[config.mk]
export PLATFORM = sky130hd
export DESIGN_NAME = toes_scheduler
export DESIGN_NICKNAME = d
export VERILOG_FILES = /design/src/hw/toes_pkg.sv /design/src/hw/toes_scheduler.sv
export SDC_FILE = /design/constraint.sdc
export NUM_CORES = 1
export LEC_CHECK = 0
export BUFFER_PORTS_ARGS = -buffer_cell sky130_fd_sc_hd__buf_2
export CAP_MARGIN = 20
export CORE_MARGIN = 8
export CORE_UTILIZATION = 50
export DETAILED_ROUTE_END_ITERATION = 16
export GPL_TIMING_DRIVEN = 0
export PLACE_DENSITY = 0.77
export SLEW_MARGIN = 20
export SYNTH_ARGS = -nofsm -noshare
export SYNTH_HDL_FRONTEND = slang
export SYNTH_SLANG_ARGS = --single-unit
[constraint.sdc]
create_clock -name clk -period 5.5 [get_ports clk]
set_input_delay 1.65 -clock clk [delete_from_list [all_inputs] [get_ports clk]]
set_output_delay 1.65 -clock clk [all_outputs]
set_load 0.01 [all_outputs]
[src/hw/toes_pkg.sv]
// shared constants and carrier types of the timed output entry scheduler
package toes_pkg;
	// fixed image lengths in bytes and in four-byte slots
	localparam logic [7:0] IN_LEN = 8'h04;
	localparam logic [7:0] OUT_LEN_SHORT = 8'h14;
	localparam logic [7:0] OUT_LEN_LONG = 8'h3c;
	localparam int SLOTS_SHORT = 5;
	localparam int SLOTS_LONG = 15;
	// byte positions inside one four-byte entry
	localparam logic [5:0] OFS_STATE = 6'h00;
	localparam logic [5:0] OFS_SEQ = 6'h01;
	localparam logic [5:0] OFS_TIME_LO = 6'h02;
	localparam logic [5:0] OFS_TIME_HI = 6'h03;
	// sequence numbering
	localparam logic [5:0] SEQ_START = 6'h01;
	localparam int SEQ_END_BIT = 6;
	// tag bits placed above the sequence numbers in the status image
	localparam logic [1:0] LAST_TAG = 2'h1;
	localparam logic [1:0] NEXT_TAG = 2'h3;
	// queue state codes; bit 7 is or-ed in while an end-marked entry is queued
	localparam logic [1:0] CODE_OK = 2'h0;
	localparam logic [1:0] CODE_MISMATCH = 2'h1;
	localparam logic [1:0] CODE_NONE = 2'h2;
	localparam logic [1:0] CODE_FULL = 2'h3;
	localparam int END_OR_BIT = 7;
	// microsecond ticker timing and default queue depth
	localparam int CLK_PERIOD_NS = 10;
	localparam int TICK_NS = 1000;
	localparam int CYC_PER_US = TICK_NS / CLK_PERIOD_NS;
	localparam int FIFO_DEPTH_DEF = 31;

	typedef struct packed {
		logic endFlag;
		logic [5:0] seq;
		logic [3:0] state;
		logic [15:0] timeUs;
	} toes_entry_t;

	typedef struct packed {
		logic [7:0] lastAccepted;
		logic [7:0] nextExecuted;
		logic [7:0] queueState;
		logic [7:0] entryCount;
	} toes_status_t;
endpackage

[src/hw/toes_scheduler.sv]
// timed output entry scheduler: output image intake, entry queue and timed output update
`timescale 1ns/10ps
module toes_scheduler
	import toes_pkg::*;
#(
	parameter bit LONG_VARIANT = 1'b0,
	parameter int FIFO_DEPTH = FIFO_DEPTH_DEF,
	parameter int CYCLES_PER_US = CYC_PER_US
)
(
	input wire logic clk,
	input wire logic rst,
	input wire logic imgWrEn,
	input wire logic [5:0] imgWrAddr,
	input wire logic [7:0] imgWrData,
	input wire logic imgCommit,
	input wire logic paramWrEn,
	input wire logic [7:0] paramWrData,
	output logic [7:0] inputImageLength,
	output logic [7:0] outputImageLength,
	output toes_status_t inputStatusImage,
	output logic [3:0] outputChannels,
	output logic [31:0] usTicker
);
	localparam int SLOT_COUNT = LONG_VARIANT ? SLOTS_LONG : SLOTS_SHORT;
	localparam logic [7:0] OUT_LEN = LONG_VARIANT ? OUT_LEN_LONG : OUT_LEN_SHORT;
	localparam int IMG_BYTES = SLOTS_LONG * 4;
	localparam int AW = $clog2(FIFO_DEPTH);
	localparam int CW = $clog2(FIFO_DEPTH + 1);
	localparam int PW = $clog2(CYCLES_PER_US);

	typedef enum logic {TOES_IDLE, TOES_SCAN} toes_scan_t;

	logic [7:0] image [IMG_BYTES];
	toes_entry_t fifoMem [FIFO_DEPTH];
	toes_scan_t scanState;
	logic [3:0] scanIdx;
	logic acceptedAny;
	logic [1:0] queueCode;
	logic [5:0] lastAccepted;
	logic [5:0] expectedSeq;
	logic [5:0] nextSeq;
	logic [AW-1:0] wrPtr;
	logic [AW-1:0] rdPtr;
	logic [CW-1:0] count;
	logic [CW-1:0] endCount;
	logic [PW-1:0] prescale;
	logic [5:0] slotBase;
	toes_entry_t slotEntry;
	toes_entry_t head;
	logic [5:0] age;
	logic isNew;
	logic isOld;
	logic lastSlot;
	logic fifoFull;
	logic push;
	logic pop;

	// parameters are constants; the write port is accepted and dropped
	always_ff @(posedge clk or posedge rst)
	begin
		if (rst)
		begin
			inputImageLength <= IN_LEN;
			outputImageLength <= OUT_LEN;
		end
		else
		begin
			inputImageLength <= IN_LEN;
			outputImageLength <= OUT_LEN;
		end
	end
	property p_in_len;
		@(posedge clk) disable iff (rst) inputImageLength == IN_LEN;
	endproperty
	a_in_len: assert property (p_in_len) else $error("input length changed");
	property p_out_len;
		@(posedge clk) disable iff (rst) outputImageLength == OUT_LEN;
	endproperty
	a_out_len: assert property (p_out_len) else $error("output length wrong");
	property p_param_hold;
		@(posedge clk) disable iff (rst)
			paramWrEn |=> $stable(inputImageLength) && $stable(outputImageLength);
	endproperty
	a_param_hold: assert property (p_param_hold) else $error("parameter moved");

	// output image bytes as last written; no reset, software fills it before commit
	always_ff @(posedge clk)
	begin
		if (imgWrEn && imgWrAddr < 6'(IMG_BYTES))
			image[imgWrAddr] <= imgWrData;
	end

	// decode the slot being scanned
	always_comb
	begin
		slotBase = {scanIdx, 2'h0};
		slotEntry.state = image[slotBase + OFS_STATE][7:4];
		slotEntry.state = {slotEntry.state[0], slotEntry.state[1],
			slotEntry.state[2], slotEntry.state[3]};
		slotEntry.seq = image[slotBase + OFS_SEQ][5:0];
		slotEntry.endFlag = image[slotBase + OFS_SEQ][SEQ_END_BIT];
		slotEntry.timeUs = {image[slotBase + OFS_TIME_HI], image[slotBase + OFS_TIME_LO]};
		age = expectedSeq - slotEntry.seq;
		isNew = slotEntry.seq == expectedSeq;
		// entries a few numbers behind are repeats of an old image, not errors
		isOld = age != 6'h00 && age <= 6'(SLOT_COUNT);
		lastSlot = scanIdx == 4'(SLOT_COUNT - 1);
	end

	assign head = fifoMem[rdPtr];
	assign fifoFull = count == CW'(FIFO_DEPTH);
	assign push = scanState == TOES_SCAN && isNew && !fifoFull;
	assign pop = count != '0 && head.timeUs == usTicker[15:0];

	// scan the image one slot per clock after each commit seen in TOES_IDLE
	always_ff @(posedge clk or posedge rst)
	begin
		if (rst)
		begin
			scanState <= TOES_IDLE;
			scanIdx <= 4'h0;
			acceptedAny <= 1'b0;
			queueCode <= CODE_NONE;
			lastAccepted <= 6'h00;
			expectedSeq <= SEQ_START;
		end
		else
		begin
			unique case (scanState)
				TOES_IDLE:
				begin
					if (imgCommit)
					begin
						scanState <= TOES_SCAN;
						scanIdx <= 4'h0;
						acceptedAny <= 1'b0;
					end
				end
				TOES_SCAN:
				begin
					if (isNew && fifoFull)
					begin
						queueCode <= CODE_FULL;
						scanState <= TOES_IDLE;
					end
					else if (isNew)
					begin
						lastAccepted <= slotEntry.seq;
						expectedSeq <= slotEntry.seq + 6'h01;
						acceptedAny <= 1'b1;
						if (slotEntry.endFlag || lastSlot)
						begin
							queueCode <= CODE_OK;
							scanState <= TOES_IDLE;
						end
						scanIdx <= scanIdx + 4'h1;
					end
					else if (isOld)
					begin
						if (slotEntry.endFlag || lastSlot)
						begin
							queueCode <= acceptedAny ? CODE_OK : CODE_NONE;
							scanState <= TOES_IDLE;
						end
						scanIdx <= scanIdx + 4'h1;
					end
					else
					begin
						queueCode <= CODE_MISMATCH;
						scanState <= TOES_IDLE;
					end
				end
			endcase
		end
	end
	property p_slot_bound;
		@(posedge clk) disable iff (rst) scanState == TOES_SCAN |-> scanIdx < 4'(SLOT_COUNT);
	endproperty
	a_slot_bound: assert property (p_slot_bound) else $error("scan past last slot");
	property p_seq_step;
		@(posedge clk) disable iff (rst)
			push |=> lastAccepted == $past(expectedSeq) && expectedSeq == $past(expectedSeq) + 6'h01;
	endproperty
	a_seq_step: assert property (p_seq_step) else $error("sequence not advanced");
	property p_end_stops;
		@(posedge clk) disable iff (rst) push && slotEntry.endFlag |=> scanState == TOES_IDLE;
	endproperty
	a_end_stops: assert property (p_end_stops) else $error("scan went past end mark");
	property p_mismatch;
		@(posedge clk) disable iff (rst) scanState == TOES_SCAN && !isNew && !isOld
			|=> ##1 inputStatusImage.queueState[1:0] == CODE_MISMATCH;
	endproperty
	a_mismatch: assert property (p_mismatch) else $error("mismatch not reported");

	// queue storage
	always_ff @(posedge clk)
	begin
		if (push)
			fifoMem[wrPtr] <= slotEntry;
	end

	// queue pointers, fill level and end-marker tally
	always_ff @(posedge clk or posedge rst)
	begin
		if (rst)
		begin
			wrPtr <= '0;
			rdPtr <= '0;
			count <= '0;
			endCount <= '0;
		end
		else
		begin
			if (push)
				wrPtr <= (wrPtr == AW'(FIFO_DEPTH - 1)) ? '0 : wrPtr + 1'b1;
			if (pop)
				rdPtr <= (rdPtr == AW'(FIFO_DEPTH - 1)) ? '0 : rdPtr + 1'b1;
			count <= count + CW'(push) - CW'(pop);
			endCount <= endCount + CW'(push && slotEntry.endFlag) - CW'(pop && head.endFlag);
		end
	end
	property p_push_count;
		@(posedge clk) disable iff (rst) push && !pop |=> count == $past(count) + 1'b1;
	endproperty
	a_push_count: assert property (p_push_count) else $error("entry not queued");

	// free-running microsecond ticker, wraps after all ones
	always_ff @(posedge clk or posedge rst)
	begin
		if (rst)
		begin
			prescale <= '0;
			usTicker <= 32'h00000000;
		end
		else if (prescale == PW'(CYCLES_PER_US - 1))
		begin
			prescale <= '0;
			usTicker <= usTicker + 32'h00000001;
		end
		else
			prescale <= prescale + 1'b1;
	end
	property p_ticker;
		@(posedge clk) disable iff (rst)
			prescale == PW'(CYCLES_PER_US - 1) |=> usTicker == $past(usTicker) + 32'h00000001;
	endproperty
	a_ticker: assert property (p_ticker) else $error("ticker did not step");

	// output channels; entries sharing one time are applied on successive clocks
	always_ff @(posedge clk or posedge rst)
	begin
		if (rst)
			outputChannels <= 4'h0;
		else if (pop)
			outputChannels <= head.state;
	end
	property p_apply;
		@(posedge clk) disable iff (rst) pop |=> outputChannels == $past(head.state);
	endproperty
	a_apply: assert property (p_apply) else $error("head state not applied");

	// status image, one clock behind the queue; the next-executed field two clocks behind
	always_ff @(posedge clk or posedge rst)
	begin
		if (rst)
		begin
			nextSeq <= 6'h00;
			inputStatusImage <= '0;
		end
		else
		begin
			if (count != '0)
				nextSeq <= head.seq;
			inputStatusImage.lastAccepted <= {LAST_TAG, lastAccepted};
			inputStatusImage.nextExecuted <= {NEXT_TAG, nextSeq};
			inputStatusImage.queueState <= {endCount != '0, 5'h00, queueCode};
			inputStatusImage.entryCount <= 8'(count);
		end
	end

	c_push: cover property (@(posedge clk) disable iff (rst) push);
	c_pop: cover property (@(posedge clk) disable iff (rst) pop);
	c_full: cover property (@(posedge clk) disable iff (rst) queueCode == CODE_FULL);
	c_end: cover property (@(posedge clk) disable iff (rst) push && slotEntry.endFlag);
endmodule

==> results_dict.tcl <==
set metrics [dict create \
    status "complete, no violations" \
    antenna_violating_nets_post_route 0 \
    grt_antenna_before_repair 4 \
    initial_utilization 0.502 \
    worstSkewPairLatency_ns 0.75 \
    yosys_warnings 0 \
    syn_area_sq_mm 0.0535 \
    final.period_utilization 0.982 \
    ir_worst_vdd_mv 0.246 \
    slew_headroom 0.275 \
    firstDrtPassIters 6 \
    max_stage_delay_ns 0.54 \
    synth-seq-cells 1352 \
    grt_first_pass_wirelength_mm 200 \
    detailed_place.area_sq_mm 0.0569 \
    power.density_mw_per_mm2 374 \
    final_period_minus_worst_setup_slack_ns 5.40 \
    fp.dieW_um 343 \
    post_synth_inst_count 2690 \
    worstSetupPathType "reg2reg" \
    path_cells "buf_4 > buf_2 > clkbuf_4 > mux4_2 > mux4_2 > mux2i_1 > xor2_1 > and3_1 > nand4_4 > a21oi_1 > ha_1 > inv_1 > ha_1 > fa_1 > a21oi_1 > nor2_1 > nor2_1 > xnor2_1" \
    min-delay-path-class "reg2reg" \
    globalRouteOverflowTotal 0 \
    setup_viol_count_final 0 \
    die-area_sq_mm 0.118 \
    grt_peak_use_layer "met2" \
    async_reset_ff_frac 0.0814 \
    fmaxAchievable_ghz 0.185 \
    cts.sinks 1352 \
    drt_drc_violations_left 0 \
    finish.instance_area_sq_mm 0.0612 \
    syn-mean-instance-area_sq_um 19.9 \
    netlist_top_cells_area "edfxtp_1 70%, mux4_2 13%, dfrtp_1 5.1%" \
    worst_ep_arrival_time_ns 6.05 \
    cp_max_fo 10 \
    synth.lib_cells_used.distinct 88 \
    gp_routability_congestion 0.893 \
    boundaryPins 111 \
    syn_to_final_growth_pct 14.4 \
    met3_usage 0.0515 \
    worstSetupEndpointType "flip-flop" \
    core_sq_mm 0.107 \
    via_count 28954 \
    drt-total-wl_mm 140 \
    i_o_buffers 73 \
    fp-row-count 120 \
    post_synth_edffs 1242 \
    data_required_critical_path_ns 6.15 \
    cp_top_family "multiplexers" \
    worst_slew_pin_slew_ns 1.09 \
    crit_slowest_cell "mux4_2" \
    wl_per_cell_um 31.2 \
    via_cell_ratio 6.47 \
    path_clk_slew_ns 0.07 \
    maxCapViolCount 0 \
    synth_top_area_share 0.697 \
    fillers 7498 \
    global_route.usage.met1 0.313 \
    globalRouteTotalUtil 0.235 \
    clock_skew_ns 0.0369 \
    leakagePower_nw 19.6 \
    synthDominantAreaCellType "edfxtp_1" \
    synth-main-ff-cell "edfxtp_1" \
    clock_root_buffer "clkbuf_16" \
    gr-usage-met2 0.381 \
    quantity_of_hold_fixing_buffers_added_after_cts 0 \
    timing.critical_path.from_type "flip-flop" \
    nNetsFinal 3030 \
    dp.final_hpwl_mm 83.7 \
    clock_tree_from_tritoncts "built" \
    h-tree-depth 4 \
    drt_first_iter_violations 4381 \
    cp.buffers_inverters 4 \
    number_of_global_route_vias_before_repair 28718 \
    synth_seq_area_share 0.749 \
    clockBufferDepth 3 \
    p_total_mw 22.9 \
    die_height_um 343 \
    slew_viol_final 0 \
    final_hold_viol_count 0 \
    final_layout_size_suffix_gt1_frac 0.254 \
    grt_max_degree 61 \
    cts_buffers 130 \
]
[metal layers]
layer	share of wire	routed length (um)	vias up
li1	-	-	11465
met1	0.36	50400	14849
met2	0.48	67200	2246
met3	0.12	16700	394
met4	0.040	5580	0
met5	0	0	-
[final cells by class]
cell class                 count  area [sq um]  share of cell area
antenna                        4          10.0            0.000164
buffer                       151           890              0.0145
clock buffer                 160          3420              0.0559
clock inverter                71           562             0.00918
inverter                      38           150             0.00245
multi-input combinational   1174         13000               0.212
sequential                  1352         40100               0.655
tap                         1403          1760              0.0287
timing repair buffer         124          1400              0.0228
[synthesized netlist by cell type (all sizes together), types with 29 or more instances]
| library cell | number |
|---|---|
| clkbuf | 58 |
| inv | 36 |
| o21ai | 68 |
| nand2 | 144 |
| nor2 | 130 |
| nand3 | 30 |
| mux2i | 94 |
| xnor2 | 39 |
| mux2 | 31 |
| dfrtp | 108 |
| mux4 | 301 |
| ha | 29 |
| edfxtp | 1242 |
| buf | 98 |
[power by group]
| part | internal (mW) | leakage, nW | switching, mW | total [mW] |
|---|---|---|---|---|
| Clock | 4.72 | 1.95 | 3.86 | 8.58 |
| Sequential | 11.8 | 12.6 | 0.109 | 11.9 |
| Combinational | 0.798 | 5.03 | 1.55 | 2.35 |
| Total | 17.3 | 19.6 | 5.52 | 22.9 |
[kinds of logic (layout without fill, tap and decap cells)]
family,count (synthesis),in the layout,synth area share
flip-flops,1352,1352,0.749
AND/OR/NAND/NOR,437,437,0.0393
multiplexers,426,432,0.151
buffers and inverters,194,544,0.0187
AO/OA/AOI/OAI,192,192,0.0246
XOR/XNOR,55,55,0.00901
adder cells (fa/ha/maj),32,32,0.00791
other,2,30,0.000140
[through the flow]
stage	setup WS, ns	hold slack, ns	utilization	instances	TNS (ns)
after floorplan	0.354	0.354	-	2714	0
after global placement	-2.32	0.361	0.523	4190	-1718.79
after detailed placement	-0.669	0.362	0.534	4232	-261.18
after CTS	0.0240	0.374	0.573	4471	0
after global routing	-0.00747	0.393	0.574	4473	-0.00747
final	0.100	0.379	0.574	4477	0
[path summary, 6_finish.rpt]
path                       slack, ns       startpoint  cells after the start              endpoint
min in group asynchronous       0.96              rst                      2            nextSeq[0]
setup / recovery                0.10         rdPtr[1]                     18           endCount[4]
max in group asynchronous       3.80              rst                      3          queueCode[1]
hold reg to reg                 0.38  lastAccepted[4]                      0  inputStatusImage[28]
setup reg to reg                0.10         rdPtr[1]                     18           endCount[4]
hold / removal                  0.38  lastAccepted[4]                      0  inputStatusImage[28]
[flip-flops by register name, indices dropped and copies added (netlist names), 5 cells and up]
signal,flops
fifoMem,837
image,405
usTicker,32
inputStatusImage,21
prescale,7
expectedSeq,6
lastAccepted,6
nextSeq,6
count,5
endCount,5
rdPtr,5
wrPtr,5
[cells in the final DEF (no fill, tap or decap), types with 10 or more instances in the layout]
| cell type | netlist | layout |
|---|---|---|
| mux4_2 | 299 | 299 |
| edfxtp_1 | 1242 | 1242 |
| o211ai_1 | 11 | 11 |
| conb_1 | 2 | 26 |
| ha_1 | 29 | 29 |
| mux2_2 | 24 | 24 |
| buf_16 | 0 | 23 |
| xnor2_1 | 39 | 39 |
| mux2i_1 | 94 | 93 |
| nand2_1 | 144 | 144 |
| buf_12 | 1 | 13 |
| nand3_1 | 30 | 30 |
| nor2_1 | 130 | 103 |
| nor2b_1 | 15 | 14 |
| inv_1 | 35 | 34 |
| clkinv_2 | 0 | 21 |
| clkbuf_1 | 58 | 73 |
| buf_6 | 7 | 13 |
| clkinv_1 | 2 | 30 |
| xor2_1 | 16 | 16 |
| clkbuf_16 | 0 | 132 |
| clkbuf_2 | 0 | 12 |
| nor2_4 | 0 | 27 |
| buf_4 | 42 | 51 |
| o21ai_0 | 68 | 63 |
| and3_1 | 13 | 13 |
| nand4_1 | 24 | 24 |
| buf_2 | 33 | 96 |
| nor3_1 | 16 | 12 |
| a21oi_1 | 16 | 16 |
| dfrtp_1 | 108 | 107 |
| inv_6 | 0 | 10 |
| buf_1 | 15 | 10 |
[timing repair]
action,in CTS,in global routing
setup endpoints to repair,823,231
gates cloned,5,1
hold endpoints to repair,0,0
gates resized for setup,20,24
pin swaps,0,2
setup buffers,5,4
(Power assumes the default switching activity.)
